[config.mk]
export PLATFORM = sky130hd
export DESIGN_NAME = cond_move_compare_decode
export DESIGN_NICKNAME = d
export VERILOG_FILES = /design/src/inc/cmc_pkg.sv /design/src/cond_move_compare_decode.sv /design/src/cmc_cond_eval.sv
export VERILOG_INCLUDE_DIRS = /design/src /design/src/inc
export SDC_FILE = /design/constraint.sdc
export NUM_CORES = 1
export LEC_CHECK = 0
export BUFFER_PORTS_ARGS = -buffer_cell sky130_fd_sc_hd__clkbuf_2
export CAP_MARGIN = 20
export CELL_PAD_IN_SITES_DETAIL_PLACEMENT = 1
export CELL_PAD_IN_SITES_GLOBAL_PLACEMENT = 2
export CORE_MARGIN = 8
export CORE_UTILIZATION = 37
export CTS_CLUSTER_SIZE = 10
export DETAILED_ROUTE_END_ITERATION = 16
export HOLD_SLACK_MARGIN = 0.05
export PLACE_DENSITY_LB_ADDON = 0.1
export SLEW_MARGIN = 20
export SYNTH_ARGS = -nofsm -noshare
export SYNTH_HDL_FRONTEND = slang
export SYNTH_SLANG_ARGS = --single-unit
export TNS_END_PERCENT = 5
[constraint.sdc]
create_clock -name i_core_clk -period 6.8 [get_ports i_core_clk]
set_input_delay 0.68 -clock i_core_clk [delete_from_list [all_inputs] [get_ports i_core_clk]]
set_output_delay 0.68 -clock i_core_clk [all_outputs]
set_load 0.01 [all_outputs]
[src/inc/cmc_defines.svh]
// Opcode encodings, field positions and clock counts for the compare/move decoder
`ifndef CMC_DEFINES_SVH
`define CMC_DEFINES_SVH
`define OPC_ESCAPE 8'h0F
`define OPC_MOV_NO 8'h41
`define OPC_MOV_PE 8'h4A
`define OPC_MOV_PO 8'h4B
`define OPC_MOV_SS 8'h48
`define OPC_MOV_SC 8'h49
`define OPC_CMP_RM_MASK 8'hFC
`define OPC_CMP_RM 8'h38
`define OPC_CMP_ACC_MASK 8'hFE
`define OPC_CMP_ACC 8'h3C
`define OPC_CMP_IMM_MASK 8'hFC
`define OPC_CMP_IMM 8'h80
`define OPC_CAS_MASK 8'hFE
`define OPC_CAS 8'hB0
`define OPC_CAS8 8'hC7
`define REG_CMP_IMM 3'h7
`define REG_CAS8 3'h1
`define MOD_REGISTER 2'h3
`define BIT_WIDTH 0
`define BIT_DIR 1
`define BIT_SEXT 1
`define CLK_SINGLE 4'h1
`define CLK_CAS 4'h6
`endif

[src/inc/cmc_pkg.sv]
// Types shared by the compare/move decoder files
package cmc_pkg;
  typedef enum logic [4:0] {
    OP_NONE = 5'h00,
    OP_MOVE_COND = 5'h01,
    OP_COMPARE = 5'h02,
    OP_CAS = 5'h03,
    OP_CAS8 = 5'h04
  } op_kind_t;
  typedef enum logic [2:0] {
    COND_NO_OVERFLOW = 3'h0,
    COND_PARITY_SET = 3'h1,
    COND_PARITY_CLEAR = 3'h2,
    COND_SIGN_SET = 3'h3,
    COND_SIGN_CLEAR = 3'h4
  } cond_t;
  typedef struct packed {
    op_kind_t kind;
    cond_t cond;
    logic wide;
    logic dir_to_reg;
    logic sext_imm;
    logic has_imm;
    logic acc_form;
    logic mem_operand;
    logic writes_flags;
    logic [2:0] reg_field;
    logic [2:0] rm_field;
    logic [3:0] clocks;
  } decoded_t;
  typedef struct packed {
    logic overflow;
    logic sign;
    logic parity;
  } flags_t;
endpackage

[src/cond_move_compare_decode.sv]
// Decoder and clock-count sequencer for conditional moves and compares
`timescale 1ns/10ps
`include "cmc_defines.svh"
// How it works
// - 0F 41 moves when overflow clear
// - 0F 4A moves when parity set
// - 0F 4B moves when parity clear
// - 0F 48/49 move on sign match
// - Conditional moves take one clock
// - Compare register/memory forms, one clock, flags
// - Compare immediate forms, one clock, flags
// - Register compare-and-swap, six clocks, flags
// - Memory compare-and-swap, six clocks
// - 0F C7 reg 001, memory only
// - 0F B0/B1 swap accepts register and memory forms
module cond_move_compare_decode
  import cmc_pkg::*;
(
  input wire logic i_core_clk,
  input wire logic i_rst_b,
  input wire logic i_byte_valid,
  input wire logic [7:0] i_byte,
  input wire flags_t i_flags,
  output logic o_byte_ready,
  output logic o_issue_valid,
  output decoded_t o_issue,
  output logic o_move_taken,
  output logic o_illegal,
  output logic o_busy
);
  typedef enum logic [3:0] {
    ST_OPCODE = 4'b0001,
    ST_ESCAPE = 4'b0010,
    ST_MODRM = 4'b0100,
    ST_EXEC = 4'b1000
  } state_t;

  state_t state_ff;
  decoded_t pend_ff;
  logic [3:0] count_ff;
  logic issue_valid_ff;
  decoded_t issue_ff;
  logic taken_ff;
  logic illegal_ff;
  logic ready_ff;
  logic busy_ff;
  logic take_cond;
  logic accept;
  decoded_t nxt_pend;
  logic nxt_need_modrm;
  logic nxt_bad;
  decoded_t with_modrm;
  logic modrm_bad;

  assign accept = i_byte_valid & ready_ff;

  cmc_cond_eval u_cond (
    .i_cond(with_modrm.cond),
    .i_flags(i_flags),
    .o_take(take_cond)
  );

  // Classify a one-byte opcode or a byte after the escape
  always_comb begin
    nxt_pend = '0;
    nxt_need_modrm = 1'b0;
    nxt_bad = 1'b0;
    nxt_pend.wide = i_byte[`BIT_WIDTH];
    if (state_ff == ST_OPCODE) begin
      if ((i_byte & `OPC_CMP_RM_MASK) == `OPC_CMP_RM) begin
        nxt_pend.kind = OP_COMPARE;
        nxt_pend.dir_to_reg = i_byte[`BIT_DIR];
        nxt_pend.writes_flags = 1'b1;
        nxt_pend.clocks = `CLK_SINGLE;
        nxt_need_modrm = 1'b1;
      end else if ((i_byte & `OPC_CMP_ACC_MASK) == `OPC_CMP_ACC) begin
        nxt_pend.kind = OP_COMPARE;
        nxt_pend.acc_form = 1'b1;
        nxt_pend.has_imm = 1'b1;
        nxt_pend.writes_flags = 1'b1;
        nxt_pend.clocks = `CLK_SINGLE;
      end else if ((i_byte & `OPC_CMP_IMM_MASK) == `OPC_CMP_IMM) begin
        nxt_pend.kind = OP_COMPARE;
        nxt_pend.has_imm = 1'b1;
        nxt_pend.sext_imm = i_byte[`BIT_SEXT];
        nxt_pend.writes_flags = 1'b1;
        nxt_pend.clocks = `CLK_SINGLE;
        nxt_need_modrm = 1'b1;
      end else begin
        nxt_bad = (i_byte != `OPC_ESCAPE);
      end
    end else begin
      nxt_need_modrm = 1'b1;
      nxt_pend.wide = 1'b1;
      nxt_pend.kind = OP_MOVE_COND;
      nxt_pend.clocks = `CLK_SINGLE;
      if (i_byte == `OPC_MOV_NO) begin
        nxt_pend.cond = COND_NO_OVERFLOW;
      end else if (i_byte == `OPC_MOV_PE) begin
        nxt_pend.cond = COND_PARITY_SET;
      end else if (i_byte == `OPC_MOV_PO) begin
        nxt_pend.cond = COND_PARITY_CLEAR;
      end else if (i_byte == `OPC_MOV_SS) begin
        nxt_pend.cond = COND_SIGN_SET;
      end else if (i_byte == `OPC_MOV_SC) begin
        nxt_pend.cond = COND_SIGN_CLEAR;
      end else if ((i_byte & `OPC_CAS_MASK) == `OPC_CAS) begin
        nxt_pend.kind = OP_CAS;
        nxt_pend.wide = i_byte[`BIT_WIDTH];
        nxt_pend.writes_flags = 1'b1;
        nxt_pend.clocks = `CLK_CAS;
      end else if (i_byte == `OPC_CAS8) begin
        nxt_pend.kind = OP_CAS8;
        nxt_pend.clocks = `CLK_SINGLE;
      end else begin
        nxt_pend.kind = OP_NONE;
        nxt_bad = 1'b1;
      end
    end
  end

  // Merge the mod/reg/rm byte into the pending decode
  always_comb begin
    with_modrm = pend_ff;
    modrm_bad = 1'b0;
    with_modrm.reg_field = i_byte[5:3];
    with_modrm.rm_field = i_byte[2:0];
    with_modrm.mem_operand = (i_byte[7:6] != `MOD_REGISTER);
    if (pend_ff.kind == OP_COMPARE && pend_ff.has_imm) begin
      modrm_bad = (i_byte[5:3] != `REG_CMP_IMM);
    end
    if (pend_ff.kind == OP_CAS8) begin
      // Register form has no meaning for an eight-byte swap
      modrm_bad = (i_byte[5:3] != `REG_CAS8) |
                  (i_byte[7:6] == `MOD_REGISTER);
    end
  end

  always_ff @(posedge i_core_clk or negedge i_rst_b) begin
    if (!i_rst_b) begin
      state_ff <= ST_OPCODE;
      pend_ff <= '0;
      count_ff <= 4'h0;
    end else begin
      case (state_ff)
        ST_OPCODE: begin
          if (accept && !nxt_bad) begin
            if (i_byte == `OPC_ESCAPE) begin
              state_ff <= ST_ESCAPE;
            end else if (nxt_need_modrm) begin
              pend_ff <= nxt_pend;
              state_ff <= ST_MODRM;
            end else begin
              pend_ff <= nxt_pend;
              count_ff <= nxt_pend.clocks - 4'h1;
              state_ff <= (nxt_pend.clocks > `CLK_SINGLE) ? ST_EXEC : ST_OPCODE;
            end
          end
        end
        ST_ESCAPE: begin
          if (accept) begin
            pend_ff <= nxt_pend;
            state_ff <= nxt_bad ? ST_OPCODE : ST_MODRM;
          end
        end
        ST_MODRM: begin
          if (accept) begin
            pend_ff <= with_modrm;
            count_ff <= pend_ff.clocks - 4'h1;
            // Multi-clock forms hold the front end for the remaining clocks
            if (!modrm_bad && pend_ff.clocks > `CLK_SINGLE) begin
              state_ff <= ST_EXEC;
            end else begin
              state_ff <= ST_OPCODE;
            end
          end
        end
        ST_EXEC: begin
          count_ff <= count_ff - 4'h1;
          if (count_ff == 4'h1) begin
            state_ff <= ST_OPCODE;
          end
        end
        default: state_ff <= ST_OPCODE;
      endcase
    end
  end

  // Issue one-clock results at once; multi-clock ones at the first clock
  always_ff @(posedge i_core_clk or negedge i_rst_b) begin
    if (!i_rst_b) begin
      issue_valid_ff <= 1'b0;
      issue_ff <= '0;
      taken_ff <= 1'b0;
      illegal_ff <= 1'b0;
    end else begin
      issue_valid_ff <= 1'b0;
      taken_ff <= 1'b0;
      illegal_ff <= 1'b0;
      if (accept && state_ff == ST_OPCODE && !nxt_need_modrm && !nxt_bad &&
          i_byte != `OPC_ESCAPE) begin
        issue_valid_ff <= 1'b1;
        issue_ff <= nxt_pend;
      end else if (accept && state_ff == ST_MODRM) begin
        issue_valid_ff <= ~modrm_bad;
        illegal_ff <= modrm_bad;
        issue_ff <= with_modrm;
        // Moves never touch flags, taken or not
        taken_ff <= (pend_ff.kind == OP_MOVE_COND) & take_cond & ~modrm_bad;
      end else if (accept && nxt_bad && state_ff != ST_MODRM) begin
        illegal_ff <= 1'b1;
      end
    end
  end

  always_ff @(posedge i_core_clk or negedge i_rst_b) begin
    if (!i_rst_b) begin
      ready_ff <= 1'b0;
    end else begin
      ready_ff <= (state_ff != ST_EXEC) & ~(accept & state_ff == ST_MODRM &
                  ~modrm_bad & pend_ff.clocks > `CLK_SINGLE) &
                  ~(state_ff == ST_EXEC & count_ff != 4'h1);
      if (state_ff == ST_EXEC && count_ff == 4'h1) begin
        ready_ff <= 1'b1;
      end
    end
  end

  // Busy tracks the hold-off so the output comes from a flop, not a state decode
  always_ff @(posedge i_core_clk or negedge i_rst_b) begin
    if (!i_rst_b) begin
      busy_ff <= 1'b0;
    end else if (accept && state_ff == ST_MODRM && !modrm_bad &&
                 pend_ff.clocks > `CLK_SINGLE) begin
      busy_ff <= 1'b1;
    end else if (state_ff == ST_EXEC && count_ff == 4'h1) begin
      busy_ff <= 1'b0;
    end
  end

  assign o_byte_ready = ready_ff;
  assign o_issue_valid = issue_valid_ff;
  assign o_issue = issue_ff;
  assign o_move_taken = taken_ff;
  assign o_illegal = illegal_ff;
  assign o_busy = busy_ff;
endmodule

[src/cmc_cond_eval.sv]
// Condition evaluator for flag-conditional moves
`timescale 1ns/10ps
`include "cmc_defines.svh"
module cmc_cond_eval
  import cmc_pkg::*;
(
  input wire cond_t i_cond,
  input wire flags_t i_flags,
  output logic o_take
);
  always_comb begin
    o_take = 1'b0;
    case (i_cond)
      COND_NO_OVERFLOW: o_take = ~i_flags.overflow;
      COND_PARITY_SET: o_take = i_flags.parity;
      COND_PARITY_CLEAR: o_take = ~i_flags.parity;
      COND_SIGN_SET: o_take = i_flags.sign;
      COND_SIGN_CLEAR: o_take = ~i_flags.sign;
      default: o_take = 1'b0;
    endcase
  end
endmodule

==> results of run 1 <==
## through the flow
stage / power, W / setup WS (ns) / hold WS, ns / area, sq um
floorplan: 0.000368 / 4.20 / 0.384 / 2630
global placement: 0.000402 / 3.98 / 0.471 / 2900
detailed placement: 0.000403 / 3.95 / 0.484 / 2900
CTS: 0.000622 / 4.09 / 0.485 / 3010
global route: 0.000644 / 3.99 / 0.517 / 3010
finish: 0.000611 / 4.13 / 0.448 / 3010
## where the power goes
part	total [W]	switching, W	leakage, nW	internal, W
Sequential	0.000314	0.0000148	0.598	0.000299
Clock	0.000216	0.000104	0.0587	0.000112
Combinational	0.0000813	0.0000471	0.814	0.0000342
## sequential cells by signal, indices dropped and copies added, names as in the netlist
signal         count
o_move_taken       1
state_ff           4
o_issue           21
pend_ff           13
count_ff           4
o_issue_valid      1
o_busy             1
o_byte_ready       1
o_illegal          1
## cells by family after synthesis
kind of cell	Yosys count	share of synthesized area
simple gates	120	0.233
compound gates	55	0.151
flops	47	0.447
mux	16	0.0756
fa+ha+maj	6	0.0285
buf+inv	29	0.0580
xor+xnor	2	0.00666
## area by class of cell
type | count | share of cell area
Tap cell | 96 | 0.0399
Timing Repair Buffer | 49 | 0.0863
Clock inverter | 3 | 0.0158
Multi-Input combinational cell | 199 | 0.432
Inverter | 10 | 0.0125
Clock buffer | 5 | 0.0228
Sequential cell | 47 | 0.391
## placed cells by master, fill, tap and decap left out, types with 2 or more instances in the layout
| cell type | n |
|---|---|
| nand2_1 | 54 |
| dfrtp_1 | 46 |
| clkbuf_2 | 43 |
| a21oi_1 | 16 |
| nand3_1 | 14 |
| nor2_1 | 13 |
| inv_1 | 10 |
| nor3_1 | 9 |
| mux2_4 | 7 |
| o21ai_0 | 6 |
| mux2i_1 | 6 |
| ha_1 | 6 |
| buf_4 | 6 |
| clkbuf_8 | 5 |
| nor4b_1 | 4 |
| a21o_1 | 3 |
| and2_1 | 3 |
| a211oi_1 | 3 |
| o22ai_1 | 3 |
| o211ai_1 | 3 |
| mux2_2 | 3 |
| or4b_1 | 2 |
| or2_2 | 2 |
| nand4b_1 | 2 |
| or4b_2 | 2 |
| o2111ai_1 | 2 |
| nor2b_1 | 2 |
| o32ai_1 | 2 |
| a21boi_0 | 2 |
| o221ai_1 | 2 |
## routing by layer
metal,vias up,share of wire
met5,-,0
met4,0,0.0099
met3,7,0.036
met2,26,0.53
met1,1090,0.43
li1,1047,-
## path summary, 6_finish.rpt
| check | slack (ns) | from | end | cells past startpoint |
|---|---|---|---|---|
| min in group i_core_clk | 0.50 | pend_ff[12] | pend_ff[12] | 1 |
| max in group asynchronous | 5.92 | i_rst_b | o_issue[11] | 2 |
| setup / recovery | 4.13 | state_ff[1] | o_byte_ready | 5 |
| setup reg to reg | 4.13 | state_ff[1] | o_byte_ready | 5 |
| hold reg to reg | 0.50 | pend_ff[12] | pend_ff[12] | 1 |
| hold / removal | 0.45 | i_rst_b | o_byte_ready | 2 |
## critical path, stage by stage (launching register included)
cell	delay, ns
dfrtp_1	0.45
or4b_2	0.80
nor2_1	0.59
buf_4	0.31
nand3_1	0.19
and2_1	0.22
==> results.cfg, run 1 <==
[cts]
numCtsBuffers = 5
cts_resized = 0
cts-root-buf = clkbuf_8
cts_tree = yes
clk_path_buf_depth = 2
clock_sinks = 47
clk_pin_slew_worst_paths_ns = 0.09
cts_hold_buffers = 0
clk_latency_ns = 0.31
cts_setup_buffers = 0
htree_levels = 2

[detailed_routing]
wl_per_cell_microns = 17.2
firstDrtPassIters = 4
vias = 2170
drc_errors = 0
drtIter0Drc = 103
viasPerCell = 5.31
totalWireLength_microns = 7040
final_antenna_net_count = 0

[synthesis]
yosysWarnings = 0
synthTopCellsByArea = dfrtp_1 (44%), nand2_1 (7.7%), mux2_4 (4.0%)
yosysTopAreaCell = dfrtp_1
netlist_area_sq_um = 2630
post-synth-top-count-cell = nand2_1
synth_top_area_share = 0.437
syn-num-nets = 295
ys.flop_type = dfrtp_1
async_flop_share = 1.00
ys_ff_latch = 47
synthTopCellsByCount = nand2_1 (54), dfrtp_1 (46), a21oi_1 (16)
yosysUniqueCellTypes = 60
synth_edf_count = 0
syn_avg_cell_area_sq_um = 9.57
yosysSeqAreaShare = 0.447
netlist_instances = 275

[global_route]
antenna_found_initial = 0
grt_usage = 0.151
grtUsageMet3 = 0.0304
grt.busiest_layer = met2
met1_usage = 0.178
use_met2 = 0.270
grt_overflow_total = 0
grt_max_degree = 48
grt_pass1_vias = 2349
grt_first_pass_wirelength_microns = 12100

[finish]
final_nets = 332
final_core_util = 0.441
n_antenna_cell = 0
fillerInstances = 821
final_cell_count_no_fill = 409
syn_to_final_growth_pct = 14.5
regArea_sq_um = 1180
multiInputGateArea_sq_um = 1300
drive_gt1_frac = 0.265

[floorplanning]
io-pin-count = 44
rows = 30
core_area_sq_um = 6830
die_w_microns = 100
die_y_microns = 100
initial_core_util = 0.385
die-area_sq_um = 10100

[place]
io_buffers = 43
dp_hpwl_microns = 5240
globalplace.congestion = 0.840
numPlacedInstances = 401

[flow_run]
drv_cap = 0

[timing]
relSlewSlack = 0.412
setup_tns_ns = 0
setup_violations = 0
fmax_ghz = 0.375
finalHoldViolCount = 0
rsz0062_at_grt = false
drv_slew = 0
clock-skew-final_ns = 0.0120
period_share = 0.392
fin_crit_ns = 2.67
tightestPinTransition_ns = 0.880

[power]
powerDensity_nw_per_um2 = 203
peakVddDrop_mv = 0.0788
p_leak_nw = 1.47

[critical_path]
arrival_ns = 2.87
path_class = reg2reg
end_kind = register
critPathMaxFanout = 12
cp.required_ns = 7.01
worstSetupStartpointType = register

[hold_path]
hp-class = in2async

[outcome]
outcome = completed
(Power assumes the default switching activity.)
==> run 2: changes to the inputs <==
CORE_UTILIZATION = 31   (was 37)
clock period = 2.3 ns   (was 6.8 ns; I/O delays follow)
==> run 2 against run 1 <==
Compared with the run above: worst setup slack worse by 4.0 ns; maximum frequency up 23%; worst hold slack worse by 0.26 ns; clock skew down 0.0051 ns; sequential cell count unchanged; via count up 4.1%; sequential power rose to 3.0 times the previous value; first-iteration DRC count down 8.7%; wire length up 9.1%; largest cell class unchanged; largest power group unchanged.
==> results.cfg, run 2 (same netlist as run 1, synthesis figures left out) <==
[finish]
syn_to_final_growth_pct = 24.5
final_nets = 362
n_antenna_cell = 0
regArea_sq_um = 1180
largest_register_ffs = 21
fillerInstances = 966
final_common_cell = nand2_1
multiInputGateArea_sq_um = 1310
most-common-layout-cells = nand2_1 (54), dfrtp_1 (46), clkbuf_2 (43)
final_cell_count_no_fill = 448
drive_gt1_frac = 0.335

[timing]
relSlewSlack = 0.674
clock-skew-final_ns = 0.00697
drv_slew = 0
setup_tns_ns = 0
fin_crit_ns = 2.17
tightestPinTransition_ns = 0.488
rsz0062_at_grt = false
period_share = 0.945
setup_violations = 0
fmax_ghz = 0.460
finalHoldViolCount = 0

[power]
p_leak_nw = 1.61
powerDensity_nw_per_um2 = 559
peakVddDrop_mv = 0.247

[critical_path]
end_kind = register
cp_top_family = simple AND/OR/NAND/NOR gates
critPathMaxFanout = 7
path_class = reg2reg
timing.rr.start = state_ff[0]
worstSetupStartpointType = register
cp.required_ns = 2.55
ff2ff_setup_slack_ns = 0.13
slowest_delay_ns = 0.59
cp_common_cell = nor2_1
path_cells = or4b_4 > buf_4 > nor2_1 > nor2_1 > ha_1 > o221ai_1 > mux2_4
arrival_ns = 2.42
path_buf_inv = 1
slowest_stage = dfstp_2
startpoint = state_ff[0]
reg2reg_depth = 7
r2r-end = count_ff[2]

[floorplanning]
core_area_sq_um = 8220
rows = 33
io-pin-count = 44
die_y_microns = 108
initial_core_util = 0.320
die-area_sq_um = 11700
die_w_microns = 108

[global_route]
antenna_found_initial = 0
grt_usage = 0.137
grt_first_pass_wirelength_microns = 12800
grt_pass1_vias = 2472
grt_max_degree = 24
grt_overflow_total = 0

[hold_path]
hp-class = in2reg
holdPathStages = 3
min_to = o_issue[8]
hp-start = i_byte[4]

[cts]
numCtsBuffers = 5
cts-root-buf = clkbuf_8
clock_sinks = 47
cts_setup_buffers = 0
clk_pin_slew_worst_paths_ns = 0.10
cts_tree = yes
clk_path_buf_depth = 2
htree_levels = 2
clk_latency_ns = 0.30

[detailed_routing]
drtIter0Drc = 94
drc_errors = 0
vias = 2259
final_antenna_net_count = 0
firstDrtPassIters = 4
wl_per_cell_microns = 17.1
totalWireLength_microns = 7680
viasPerCell = 5.04

[place]
dp_hpwl_microns = 5850
globalplace.congestion = 0.799
numPlacedInstances = 439
io_buffers = 43

[flow_run]
drv_cap = 0

[outcome]
outcome = completed
[run 2: worst max path at each step]
stage,endpoint,slack [ns],cells past startpoint
2_1_floorplan,count_ff[3],0.13,9
3_3_place_gp,pend_ff[19],0.08,4
3_5_place_dp,pend_ff[21],0.03,4
4_1_cts,count_ff[2],0.06,7
5_1_grt,count_ff[3],0.03,10
6_report,count_ff[2],0.13,7
[run 2: layout make-up]
cell class | count | area share
Inverter | 10 | 0.0115
Tap cell | 105 | 0.0401
Multi-Input combinational cell | 199 | 0.401
Timing Repair Buffer | 79 | 0.153
Clock buffer | 5 | 0.0210
Sequential cell | 47 | 0.359
Clock inverter | 3 | 0.0145
[run 2: worst min-delay path, delay by kind of cell]
kind	cells	cell delay, ns
simple gates	1	0.06
buf+inv	1	0.10
compound gates	1	0.06
[run 2: routing by layer]
| metal | up-vias | part of all wire | track usage |
|---|---|---|---|
| met3 | 8 | 0.042 | 0.0244 |
| li1 | 1104 | - | - |
| met4 | 0 | 0.011 | 0.0327 |
| met1 | 1118 | 0.43 | 0.166 |
| met5 | - | 0 | 0 |
| met2 | 29 | 0.51 | 0.245 |
[run 2: through the flow]
stage,total power (W),setup WS [ns],hold WS (ns),area [sq um],util
2_1_floorplan,0.00109,0.134,-0.0656,2630,-
3_3_place_gp,0.00121,0.0803,0.0967,3140,0.382
3_5_place_dp,0.00121,0.0285,0.0975,3140,0.382
4_1_cts,0.00187,0.0631,0.181,3270,0.398
5_1_grt,0.00193,0.0264,0.192,3280,0.399
6_report,0.00183,0.126,0.191,3280,0.399
[run 2: repair_timing]
item	4_1_cts	5_1_grt
hold buffers	1	0
setup endpoints to repair	1	4
cloned	0	0
endpoints found under the hold margin	7	0
gates resized for setup	1	2
[run 2: where the power goes]
group / internal [W] / switching [W] / total (W)
Clock: 0.000330 / 0.000310 / 0.000640
Combinational: 0.000116 / 0.000148 / 0.000264
Sequential: 0.000885 / 0.0000429 / 0.000928
Total: 0.00133 / 0.000501 / 0.00183
